$ cat config.mk
export PLATFORM = sky130hd
export DESIGN_NAME = csss_clock_select
export DESIGN_NICKNAME = d
export VERILOG_FILES = /design/src/csss_pkg.sv /design/src/csss_reg_if.sv /design/src/csss_delay_counter.sv /design/src/csss_wb_regs.sv /design/src/csss_clock_select.sv
export SDC_FILE = /design/constraint.sdc
export NUM_CORES = 1
export LEC_CHECK = 0
export ABC_AREA = 1
export BUFFER_PORTS_ARGS = -buffer_cell sky130_fd_sc_hd__buf_2
export CORE_AREA = 5 5 110 112
export DETAILED_ROUTE_END_ITERATION = 8
export DIE_AREA = 0 0 115 117
export GPL_TIMING_DRIVEN = 0
export PLACE_DENSITY = 0.71
export SETUP_SLACK_MARGIN = 0.15
export SYNTH_ARGS = -nofsm -noshare
export SYNTH_HDL_FRONTEND = slang
export SYNTH_SLANG_ARGS = --single-unit
$ cat constraint.sdc
create_clock -name clk -period 2.2 [get_ports clk]
set_input_delay 0.33 -clock clk [delete_from_list [all_inputs] [get_ports clk]]
set_output_delay 0.33 -clock clk [all_outputs]
set_load 0.02 [all_outputs]
$ cat src/csss_pkg.sv
/*
 * Shared constants for the clock source and start-up select block:
 * fuse codes, start-up counts, delay times, register map and FSM states.
 * Assumes a single 50 MHz register clock and fuse levels that are stable around reset.
 */
package csss_pkg;

    // Register clock rate, used to turn delay times into cycle counts
    localparam int CLK_FREQ_MHZ = 50;

    // Clock source select fuse codes (full four bits)
    localparam logic [3:0] SRC_RC_OSC    = 4'h2;
    localparam logic [3:0] SRC_LP128_OSC = 4'h3;
    // Upper three bits for the watch crystal; bit 0 then picks the wake count
    localparam logic [2:0] SRC_LF_XTAL_DEFAULT = 3'h2;

    // Start-up time fuse codes
    localparam logic [1:0] SUT_BOD      = 2'h0;
    localparam logic [1:0] SUT_FAST     = 2'h1;
    localparam logic [1:0] SUT_SLOW     = 2'h2;
    localparam logic [1:0] SUT_RESERVED = 2'h3;

    // Shipped configuration
    localparam logic [3:0] SHIP_SOURCE = 4'h2;
    localparam logic [1:0] SHIP_SUT    = 2'h2;
    localparam logic       SHIP_DIV8   = 1'b1;

    // Start-up counts in source oscillator cycles
    localparam int WAKE_LF_SHORT = 1024;
    localparam int WAKE_LF_LONG  = 32768;
    localparam int WAKE_INTERNAL = 6;
    localparam int RESET_SRC_CK  = 14;

    // Extra reset delays in microseconds, and their counts at the register clock
    localparam int DLY_4P1_US  = 4100;
    localparam int DLY_65_US   = 65000;
    localparam int DLY_4_US    = 4000;
    localparam int DLY_64_US   = 64000;
    localparam int DLY_4P1_CYC = DLY_4P1_US * CLK_FREQ_MHZ;
    localparam int DLY_65_CYC  = DLY_65_US * CLK_FREQ_MHZ;
    localparam int DLY_4_CYC   = DLY_4_US * CLK_FREQ_MHZ;
    localparam int DLY_64_CYC  = DLY_64_US * CLK_FREQ_MHZ;

    // Prescaler select reset values
    localparam logic [3:0] PRESC_DIV1 = 4'h0;
    localparam logic [3:0] PRESC_DIV8 = 4'h3;

    // Register byte addresses
    localparam logic [7:0] ADR_TRIM   = 8'h00;
    localparam logic [7:0] ADR_PRESC  = 8'h04;
    localparam logic [7:0] ADR_STATUS = 8'h08;

    // Trim register fields
    localparam int TRIM_RANGE_POS = 7;
    localparam int TRIM_FINE_MSB  = 6;

    // Status register fields
    localparam int STAT_STATE_LSB = 0;
    localparam int STAT_GATE_POS  = 3;
    localparam int STAT_SUT_LSB   = 4;
    localparam int STAT_RPD_POS   = 6;
    localparam int STAT_FAULT_POS = 7;

    typedef enum logic [2:0] {
        ST_RESET_CK = 3'h0,
        ST_RESET_MS = 3'h1,
        ST_RUN      = 3'h2,
        ST_SLEEP    = 3'h3,
        ST_WAKE     = 3'h4,
        ST_FAULT    = 3'h5
    } csss_state_t;

endpackage

$ cat src/csss_reg_if.sv
/*
 * Carrier between the start-up core and its register slave.
 * Assumes both ends sit in the same clock domain.
 */
interface csss_reg_if;
    logic [7:0] factoryTrim;
    logic       div8Fuse;
    logic [7:0] status;
    logic [7:0] trim;
    logic [3:0] prescaler;

    modport slave (input factoryTrim, input div8Fuse, input status, output trim, output prescaler);
    modport core  (output factoryTrim, output div8Fuse, output status, input trim, input prescaler);
endinterface

$ cat src/csss_delay_counter.sv
/*
 * Down counter for start-up delays: loads on start, decrements on each tick,
 * pulses done when the count has elapsed.
 * Assumes start and tick are synchronous single-cycle qualifiers.
 */
module csss_delay_counter #(
    parameter int WIDTH = 16
) (
    input  wire logic             clk,
    input  wire logic             rst_n,
    input  wire logic             start,
    input  wire logic [WIDTH-1:0] loadValue,
    input  wire logic             tick,
    output logic                  busy,
    output logic                  done
);
    typedef struct packed {
        logic [WIDTH-1:0] count;
        logic             busy;
        logic             done;
    } csss_cnt_t;

    csss_cnt_t cnt_reg;
    csss_cnt_t cnt_next;

    if (WIDTH < 2 || WIDTH > 31) begin : g_chk
        $error("csss_delay_counter: WIDTH out of range");
    end

    // A zero load finishes at once so callers need no special case
    always_comb begin
        cnt_next      = cnt_reg;
        cnt_next.done = 1'b0;
        if (!rst_n) begin
            cnt_next = '0;
        end else if (start) begin
            cnt_next.count = loadValue;
            cnt_next.busy  = (loadValue != '0);
            cnt_next.done  = (loadValue == '0);
        end else if (cnt_reg.busy && tick) begin
            if (cnt_reg.count <= WIDTH'(1)) begin
                cnt_next.count = '0;
                cnt_next.busy  = 1'b0;
                cnt_next.done  = 1'b1;
            end else begin
                cnt_next.count = cnt_reg.count - WIDTH'(1);
            end
        end
    end

    always_ff @(posedge clk) begin
        cnt_reg <= cnt_next;
    end

    assign busy = cnt_reg.busy;
    assign done = cnt_reg.done;
endmodule // csss_delay_counter

$ cat src/csss_wb_regs.sv
/*
 * Classic Wishbone register slave holding the oscillator trim and prescaler select,
 * and returning the core's status word.
 * Assumes a single-cycle classic master that holds its request until ack.
 */
module csss_wb_regs
    import csss_pkg::*;
(
    input  wire logic        clk,
    input  wire logic        rst_n,
    input  wire logic        wb_cyc_i,
    input  wire logic        wb_stb_i,
    input  wire logic        wb_we_i,
    input  wire logic [7:0]  wb_adr_i,
    input  wire logic [3:0]  wb_sel_i,
    input  wire logic [31:0] wb_dat_i,
    output logic      [31:0] wb_dat_o,
    output logic             wb_ack_o,
    csss_reg_if.slave        regs
);
    typedef struct packed {
        logic [7:0]  trim;
        logic [3:0]  prescaler;
        logic        ack;
        logic [31:0] rdata;
    } csss_wb_t;

    csss_wb_t wb_reg;
    csss_wb_t wb_next;
    logic     request;
    logic     commit;

    assign request = wb_cyc_i && wb_stb_i;
    // Writes land on the edge where the master samples ack, never earlier
    assign commit  = request && wb_ack_o && wb_we_i && wb_sel_i[0];

    always_comb begin
        wb_next     = wb_reg;
        wb_next.ack = request && !wb_reg.ack;
        if (!rst_n) begin
            wb_next.trim      = regs.factoryTrim;
            wb_next.prescaler = regs.div8Fuse ? PRESC_DIV8 : PRESC_DIV1;
            wb_next.ack       = 1'b0;
            wb_next.rdata     = '0;
        end else begin
            if (request && !wb_reg.ack) begin
                // Unmapped addresses are acknowledged and read as zero
                case (wb_adr_i)
                    ADR_TRIM:   wb_next.rdata = {24'h000000, wb_reg.trim};
                    ADR_PRESC:  wb_next.rdata = {28'h0000000, wb_reg.prescaler};
                    ADR_STATUS: wb_next.rdata = {24'h000000, regs.status};
                    default:    wb_next.rdata = '0;
                endcase
            end
            if (commit && wb_adr_i == ADR_TRIM) begin
                wb_next.trim = wb_dat_i[7:0];
            end
            if (commit && wb_adr_i == ADR_PRESC) begin
                wb_next.prescaler = wb_dat_i[3:0];
            end
        end
    end

    always_ff @(posedge clk) begin
        wb_reg <= wb_next;
    end

    assign wb_ack_o       = wb_reg.ack;
    assign wb_dat_o       = wb_reg.rdata;
    assign regs.trim      = wb_reg.trim;
    assign regs.prescaler = wb_reg.prescaler;
endmodule // csss_wb_regs

$ cat src/csss_clock_select.sv
/*
 * Clock source and start-up select core. Latches the clock fuses at reset,
 * picks the system clock source, times the reset and wake start-up delays and
 * gates the system clock until they elapse. Also holds the oscillator trim and
 * prescaler select through a Wishbone register slave.
 * Assumes each source oscillator delivers a one-cycle tick per period,
 * synchronous to clk, and that fuse inputs are stable while rst_n is low.
 */
module csss_clock_select
    import csss_pkg::*;
#(
    parameter logic [2:0] LF_XTAL_CODE     = SRC_LF_XTAL_DEFAULT,
    parameter int         RESET_4P1MS_CYC  = DLY_4P1_CYC,
    parameter int         RESET_65MS_CYC   = DLY_65_CYC,
    parameter int         RESET_4MS_CYC    = DLY_4_CYC,
    parameter int         RESET_64MS_CYC   = DLY_64_CYC
) (
    input  wire logic        clk,
    input  wire logic        rst_n,
    input  wire logic        wb_cyc_i,
    input  wire logic        wb_stb_i,
    input  wire logic        wb_we_i,
    input  wire logic [7:0]  wb_adr_i,
    input  wire logic [3:0]  wb_sel_i,
    input  wire logic [31:0] wb_dat_i,
    output logic      [31:0] wb_dat_o,
    output logic             wb_ack_o,
    input  wire logic [3:0]  clockSourceFuses,
    input  wire logic [1:0]  startupTimeFuses,
    input  wire logic        divideByEightFuse,
    input  wire logic        resetPinDisableFuse,
    input  wire logic        useShippedDefaults,
    input  wire logic [7:0]  factoryTrimByte,
    input  wire logic        lfXtalTick,
    input  wire logic        rcOscTick,
    input  wire logic        lpOscTick,
    input  wire logic        sleepRequest,
    output logic             sysClkEnable,
    output logic             selLfXtal,
    output logic             selRcOsc,
    output logic             selLp128Osc,
    output logic             configFault,
    output logic             trimRangeBit,
    output logic      [6:0]  trimFineField,
    output logic      [3:0]  prescalerSelectField
);
    localparam int TICK_W = 16;
    localparam int MS_W   = 22;

    // Every delay must fit its counter, or the gate would open early
    if (RESET_4P1MS_CYC < 0 || RESET_4P1MS_CYC >= (1 << MS_W) ||
        RESET_65MS_CYC  < 0 || RESET_65MS_CYC  >= (1 << MS_W) ||
        RESET_4MS_CYC   < 0 || RESET_4MS_CYC   >= (1 << MS_W) ||
        RESET_64MS_CYC  < 0 || RESET_64MS_CYC  >= (1 << MS_W)) begin : g_chk_ms
        $error("csss_clock_select: reset delay does not fit the counter");
    end
    if (WAKE_LF_LONG >= (1 << TICK_W)) begin : g_chk_tick
        $error("csss_clock_select: wake count does not fit the counter");
    end

    // Fuse image caught while in reset, plus the start-up sequencer
    typedef struct packed {
        logic [3:0]  source;
        logic [1:0]  startup_time_fuses;
        logic        rstPinDis;
        csss_state_t state;
        logic        armed;
        logic        gate;
        logic        fault;
    } csss_core_t;

    csss_core_t core_reg;
    csss_core_t core_next;

    csss_reg_if regBus ();

    logic              isLfXtal;
    logic              isRc;
    logic              isLp128;
    logic              srcTick;
    logic [TICK_W-1:0] wakeCount;
    logic [MS_W-1:0]   resetMsCount;
    logic              sutReserved;
    logic              tickStart;
    logic [TICK_W-1:0] tickLoad;
    logic              tickDone;
    logic              msStart;
    logic              msDone;

    // Source decode from the latched fuse image
    assign isLfXtal = (core_reg.source[3:1] == LF_XTAL_CODE);
    assign isRc     = (core_reg.source == SRC_RC_OSC);
    assign isLp128  = (core_reg.source == SRC_LP128_OSC);

    // Only the selected oscillator advances the start-up counts
    assign srcTick = (isLfXtal && lfXtalTick) ||
                     (isRc && rcOscTick) ||
                     (isLp128 && lpOscTick);

    // Code 11 is refused for every source, crystal included
    assign sutReserved = (core_reg.startup_time_fuses == SUT_RESERVED);

    // Wake count after power-down or power-save
    always_comb begin
        if (isLfXtal) begin
            wakeCount = core_reg.source[0] ? TICK_W'(WAKE_LF_LONG)
                                           : TICK_W'(WAKE_LF_SHORT);
        end else begin
            wakeCount = TICK_W'(WAKE_INTERNAL);
        end
    end

    // Extra reset delay in register clock cycles; the slow internal source uses its own figures for the fast and slow codes
    always_comb begin
        resetMsCount = '0;
        case (core_reg.startup_time_fuses)
            SUT_BOD: begin
                // Without the reset pin, a longer window on the RC and LP128 sources keeps programming entry possible
                if (core_reg.rstPinDis && (isRc || isLp128)) begin
                    resetMsCount = MS_W'(RESET_4P1MS_CYC);
                end
            end
            SUT_FAST: begin
                resetMsCount = isLp128 ? MS_W'(RESET_4MS_CYC)
                                       : MS_W'(RESET_4P1MS_CYC);
            end
            SUT_SLOW: begin
                resetMsCount = isLp128 ? MS_W'(RESET_64MS_CYC)
                                       : MS_W'(RESET_65MS_CYC);
            end
            default: begin
                resetMsCount = '0;
            end
        endcase
    end

    // Sequencer: reset cycles, reset time-out, run, sleep, wake
    always_comb begin
        core_next = core_reg;
        tickStart = 1'b0;
        tickLoad  = '0;
        msStart   = 1'b0;
        if (!rst_n) begin
            // Fuses are caught by this clocked path, never by the reset itself
            if (useShippedDefaults) begin
                core_next.source = SHIP_SOURCE;
                core_next.startup_time_fuses    = SHIP_SUT;
            end else begin
                core_next.source = clockSourceFuses;
                core_next.startup_time_fuses    = startupTimeFuses;
            end
            core_next.rstPinDis = resetPinDisableFuse;
            core_next.state     = ST_RESET_CK;
            core_next.armed     = 1'b0;
            core_next.gate      = 1'b0;
            core_next.fault     = 1'b0;
        end else begin
            case (core_reg.state)
                ST_RESET_CK: begin
                    if (!(isLfXtal || isRc || isLp128) || sutReserved) begin
                        core_next.state = ST_FAULT;
                        core_next.fault = 1'b1;
                    end else if (!core_reg.armed) begin
                        tickStart       = 1'b1;
                        tickLoad        = TICK_W'(RESET_SRC_CK);
                        core_next.armed = 1'b1;
                    end else if (tickDone) begin
                        msStart         = 1'b1;
                        core_next.state = ST_RESET_MS;
                    end
                end
                ST_RESET_MS: begin
                    // Time-out counts the register clock whatever source is chosen
                    if (msDone) begin
                        core_next.state = ST_RUN;
                        core_next.gate  = 1'b1;
                        core_next.armed = 1'b0;
                    end
                end
                ST_RUN: begin
                    if (sleepRequest) begin
                        core_next.state = ST_SLEEP;
                        core_next.gate  = 1'b0;
                    end
                end
                ST_SLEEP: begin
                    if (!sleepRequest) begin
                        tickStart       = 1'b1;
                        tickLoad        = wakeCount;
                        core_next.state = ST_WAKE;
                    end
                end
                ST_WAKE: begin
                    if (tickDone) begin
                        core_next.state = ST_RUN;
                        core_next.gate  = 1'b1;
                    end
                end
                ST_FAULT: begin
                    // Clock stays gated until the fuses are fixed and reset applied
                    core_next.gate = 1'b0;
                end
                default: begin
                    core_next.state = ST_FAULT;
                    core_next.fault = 1'b1;
                    core_next.gate  = 1'b0;
                end
            endcase
        end
    end

    always_ff @(posedge clk) begin
        core_reg <= core_next;
    end

    // Source cycle counter for reset cycles and wake
    csss_delay_counter #(
        .WIDTH     (TICK_W)
    ) u_tick_cnt (
        .clk       (clk),
        .rst_n     (rst_n),
        .start     (tickStart),
        .loadValue (tickLoad),
        .tick      (srcTick),
        .busy      (),
        .done      (tickDone)
    );

    // Register clock counter for the reset time-out
    csss_delay_counter #(
        .WIDTH     (MS_W)
    ) u_ms_cnt (
        .clk       (clk),
        .rst_n     (rst_n),
        .start     (msStart),
        .loadValue (resetMsCount),
        .tick      (1'b1),
        .busy      (),
        .done      (msDone)
    );

    // Register slave hookup
    assign regBus.factoryTrim = factoryTrimByte;
    assign regBus.div8Fuse    = useShippedDefaults ? SHIP_DIV8 : divideByEightFuse;
    always_comb begin
        regBus.status                                   = '0;
        regBus.status[STAT_STATE_LSB +: 3]              = core_reg.state;
        regBus.status[STAT_GATE_POS]                    = core_reg.gate;
        regBus.status[STAT_SUT_LSB +: 2]                = core_reg.startup_time_fuses;
        regBus.status[STAT_RPD_POS]                     = core_reg.rstPinDis;
        regBus.status[STAT_FAULT_POS]                   = core_reg.fault;
    end

    csss_wb_regs u_regs (
        .clk      (clk),
        .rst_n    (rst_n),
        .wb_cyc_i (wb_cyc_i),
        .wb_stb_i (wb_stb_i),
        .wb_we_i  (wb_we_i),
        .wb_adr_i (wb_adr_i),
        .wb_sel_i (wb_sel_i),
        .wb_dat_i (wb_dat_i),
        .wb_dat_o (wb_dat_o),
        .wb_ack_o (wb_ack_o),
        .regs     (regBus)
    );

    // Oscillator controls; overlap of the two ranges is the analog side's business
    assign trimRangeBit         = regBus.trim[TRIM_RANGE_POS];
    assign trimFineField        = regBus.trim[TRIM_FINE_MSB:0];
    assign prescalerSelectField = regBus.prescaler;

    // Outputs from state flip-flops; source selects decoded from the latched fuse image
    assign sysClkEnable = core_reg.gate;
    assign selLfXtal    = isLfXtal && !core_reg.fault;
    assign selRcOsc     = isRc && !core_reg.fault;
    assign selLp128Osc  = isLp128 && !core_reg.fault;
    assign configFault  = core_reg.fault;
endmodule // csss_clock_select

==> flow_metrics.tcl <==
set metrics [dict create \
    setup-tns-final_ns 0 \
    yosys.area.top_type "dfxtp_1" \
    hold_path.class "input pin to register" \
    dieArea_um2 13500 \
    die_h_um 117 \
    hpwl_um 9620 \
    numCtsBuffers 9 \
    arrival_ns 1.60 \
    start_util_pct 43.5 \
    syn_area_um2 4840 \
    status "complete, no violations" \
    vdd_drop_max_mv 0.648 \
    p_total_mw 4.38 \
    async_reset_ff_share_pct 0 \
    setup_slack_ns 0.270 \
    fin_util_pct 52.0 \
    netlist_instances 707 \
    critPathKind "register to primary output" \
    register_area_um2 1710 \
    largest_reg_flops 22 \
    rsz0062_at_grt "no" \
    cts_hold_buf 0 \
    path_max_fanout 6 \
    cp_data_required_time_ns 1.87 \
    maxCapViolCount 0 \
    vias 4733 \
    cts_tree "built" \
    setup_viol 0 \
    grt_max_degree 17 \
    grt_pass1_wl_um 20700 \
    ant_nets 0 \
    track_usage_pct 19.4 \
    core-area_um2 11100 \
    cts.path.max_buffers 2 \
    cp-start-kind "register" \
    syn_avg_cell_area_um2 6.85 \
    pin_count 120 \
    whs_ns 0.169 \
    gp_congestion 0.919 \
    cts-htree-levels 3 \
    drc_errors 0 \
    drtPass1Iterations 5 \
    max_freq_ghz 0.518 \
    multi_input_area_um2 2670 \
    seq_area_frac_synth_pct 35.4 \
    rows 39 \
    wl_per_cell_um 13.2 \
    clkTransAtPathRegs_ns 0.06 \
    slowest_delay_ns 0.42 \
    hold_violations 0 \
    nets 883 \
    worst_path_max_delay_cell "edfxtp_1" \
    power_density_nw_per_um2 758 \
    vias_per_cell 4.95 \
    clock_latency_ns 0.33 \
    layout-drive-gt1-share_pct 19.0 \
    synth_area_leaders "dfxtp_1 24%, nand2_1 14%, edfxtp_1 12%" \
    antenna_found_initial 0 \
    place_ws_ns 0.0682 \
    cts_sinks 76 \
    die_x_um 115 \
    relSlewSlack_pct 19.1 \
    drt_iter0_drc 373 \
    critPathCaptureType "primary output" \
    finalWirelength_um 12700 \
    synth_ff_type "dfxtp_1" \
    synth_edf_count 19 \
    overflow 0 \
    fin_skew_ns 0.00603 \
    cts-root-buf "clkbuf_16" \
    synth_seq_cells 76 \
    diodes 0 \
    tightest_slew_ns 1.20 \
    area_growth_pct 19.5 \
    min_period_ns 1.93 \
    cpMostUsedCell "nor2_4" \
    cp_cell_sequence "nor2_4, nand2_2, nor2_4, inv_1, nor2_1, buf_2" \
    io_buffers 67 \
    ys_types 40 \
    grt_pass1_vias 4335 \
    post-synth-top-area-fraction_pct 23.6 \
    n_fill_cell 1100 \
    min_period_over_period_pct 87.7 \
    slew_viol_final 0 \
    yosysWarnings 0 \
    power_leakage_nw 2.87 \
]
==> worst paths after layout <==
kind	startpoint	to	slack (ns)	depth (start not counted)
setup reg to reg	u_regs.wb_ack_o$_SDFF_PN0_	u_regs.regs.trim[1]$_DFFE_PP_	0.31	2
hold reg to reg	u_regs.wb_dat_o[4]$_SDFFE_PN0P_	u_regs.wb_dat_o[4]$_SDFFE_PN0P_	0.46	2
hold / removal	resetPinDisableFuse	core_reg[6]$_DFFE_PN_	0.17	1
setup / recovery	core_reg[11]$_SDFFCE_PP0N_	selLp128Osc	0.27	6
==> power breakdown <==
| group | total, mW | switching [mW] | internal [mW] |
|---|---|---|---|
| Sequential | 1.63 | 0.103 | 1.53 |
| Clock | 1.57 | 0.588 | 0.987 |
| Combinational | 1.17 | 0.765 | 0.408 |
| Total | 4.38 | 1.46 | 2.93 |
==> synthesized netlist by cell type (11+ instances only) <==
| cell type | count |
|---|---|
| a21oi_1 | 52 |
| buf_4 | 29 |
| dfxtp_1 | 57 |
| edfxtp_1 | 19 |
| inv_1 | 63 |
| nand2_1 | 178 |
| nand3_1 | 55 |
| nand4_1 | 20 |
| nor2_1 | 103 |
| o21ai_0 | 26 |
| xnor2_1 | 11 |
| xor2_1 | 13 |
==> layout by cell type, fill, tap and decap left out, drive strengths merged, types with 4 or more instances in the layout <==
cell type,Yosys,routed
a21oi,52,52
buf,33,101
clkbuf,8,17
clkinv,3,5
conb,1,24
dfxtp,57,57
edfxtp,19,19
ha,4,4
inv,69,69
nand2,191,191
nand3,57,57
nand4,22,22
nor2,112,112
nor3,9,9
o211ai,4,4
o21ai,30,30
xnor2,11,11
xor2,13,13
==> metal layers <==
metal  vias to the layer above  global-route usage [%]  part of all wire [%]
met3                        25                    3.24                   5.6
met2                       131                    31.7                    47
met4                         0                    8.69                   3.0
met1                      2126                    25.4                    45
li1                       2451                       -                     -
met5                         -                       0                     0
==> timing repair <==
action,CTS,global route
buffers inserted,0,1
resized for setup,2,3
pin swaps,0,0
endpoints found under the setup margin,1,11
hold endpoints to repair,0,0
==> cells by family after synthesis <==
kind of cell / after synthesis / synth area share [%]
buffers and inverters: 113 / 11.5
adders and majority gates: 4 / 1.03
and+or+nand+nor: 397 / 37.7
xor gates and xnor gates: 24 / 4.34
AOI/OAI and AO/OA: 92 / 10.0
DFF: 76 / 35.4
other: 1 / 0.0775
==> worst max-delay path, delay by kind of cell (launching register included) <==
kind                   cells  cell delay, ns
DFF                        1            0.42
buffers and inverters      2            0.28
and+or+nand+nor            4            0.54
==> stage by stage <==
step,area [µm²],std cells
after global placement,5440,940
after global routing,5780,957
after detailed placement,5440,940
final,5780,957
after floorplan,4930,730
after CTS,5770,956
==> cell type report <==
class                   instances  share of cell area [%]
clock buffers                   9                    3.89
clock inverters                 7                    1.58
plain buffers                  41                    4.95
inverters                      72                    4.72
repair buffers                 68                    5.93
multi-input cells             541                    46.2
flip-flops and latches         76                    29.6
well taps                     143                    3.09
No activity file was read; power rests on OpenSTA's default activity.
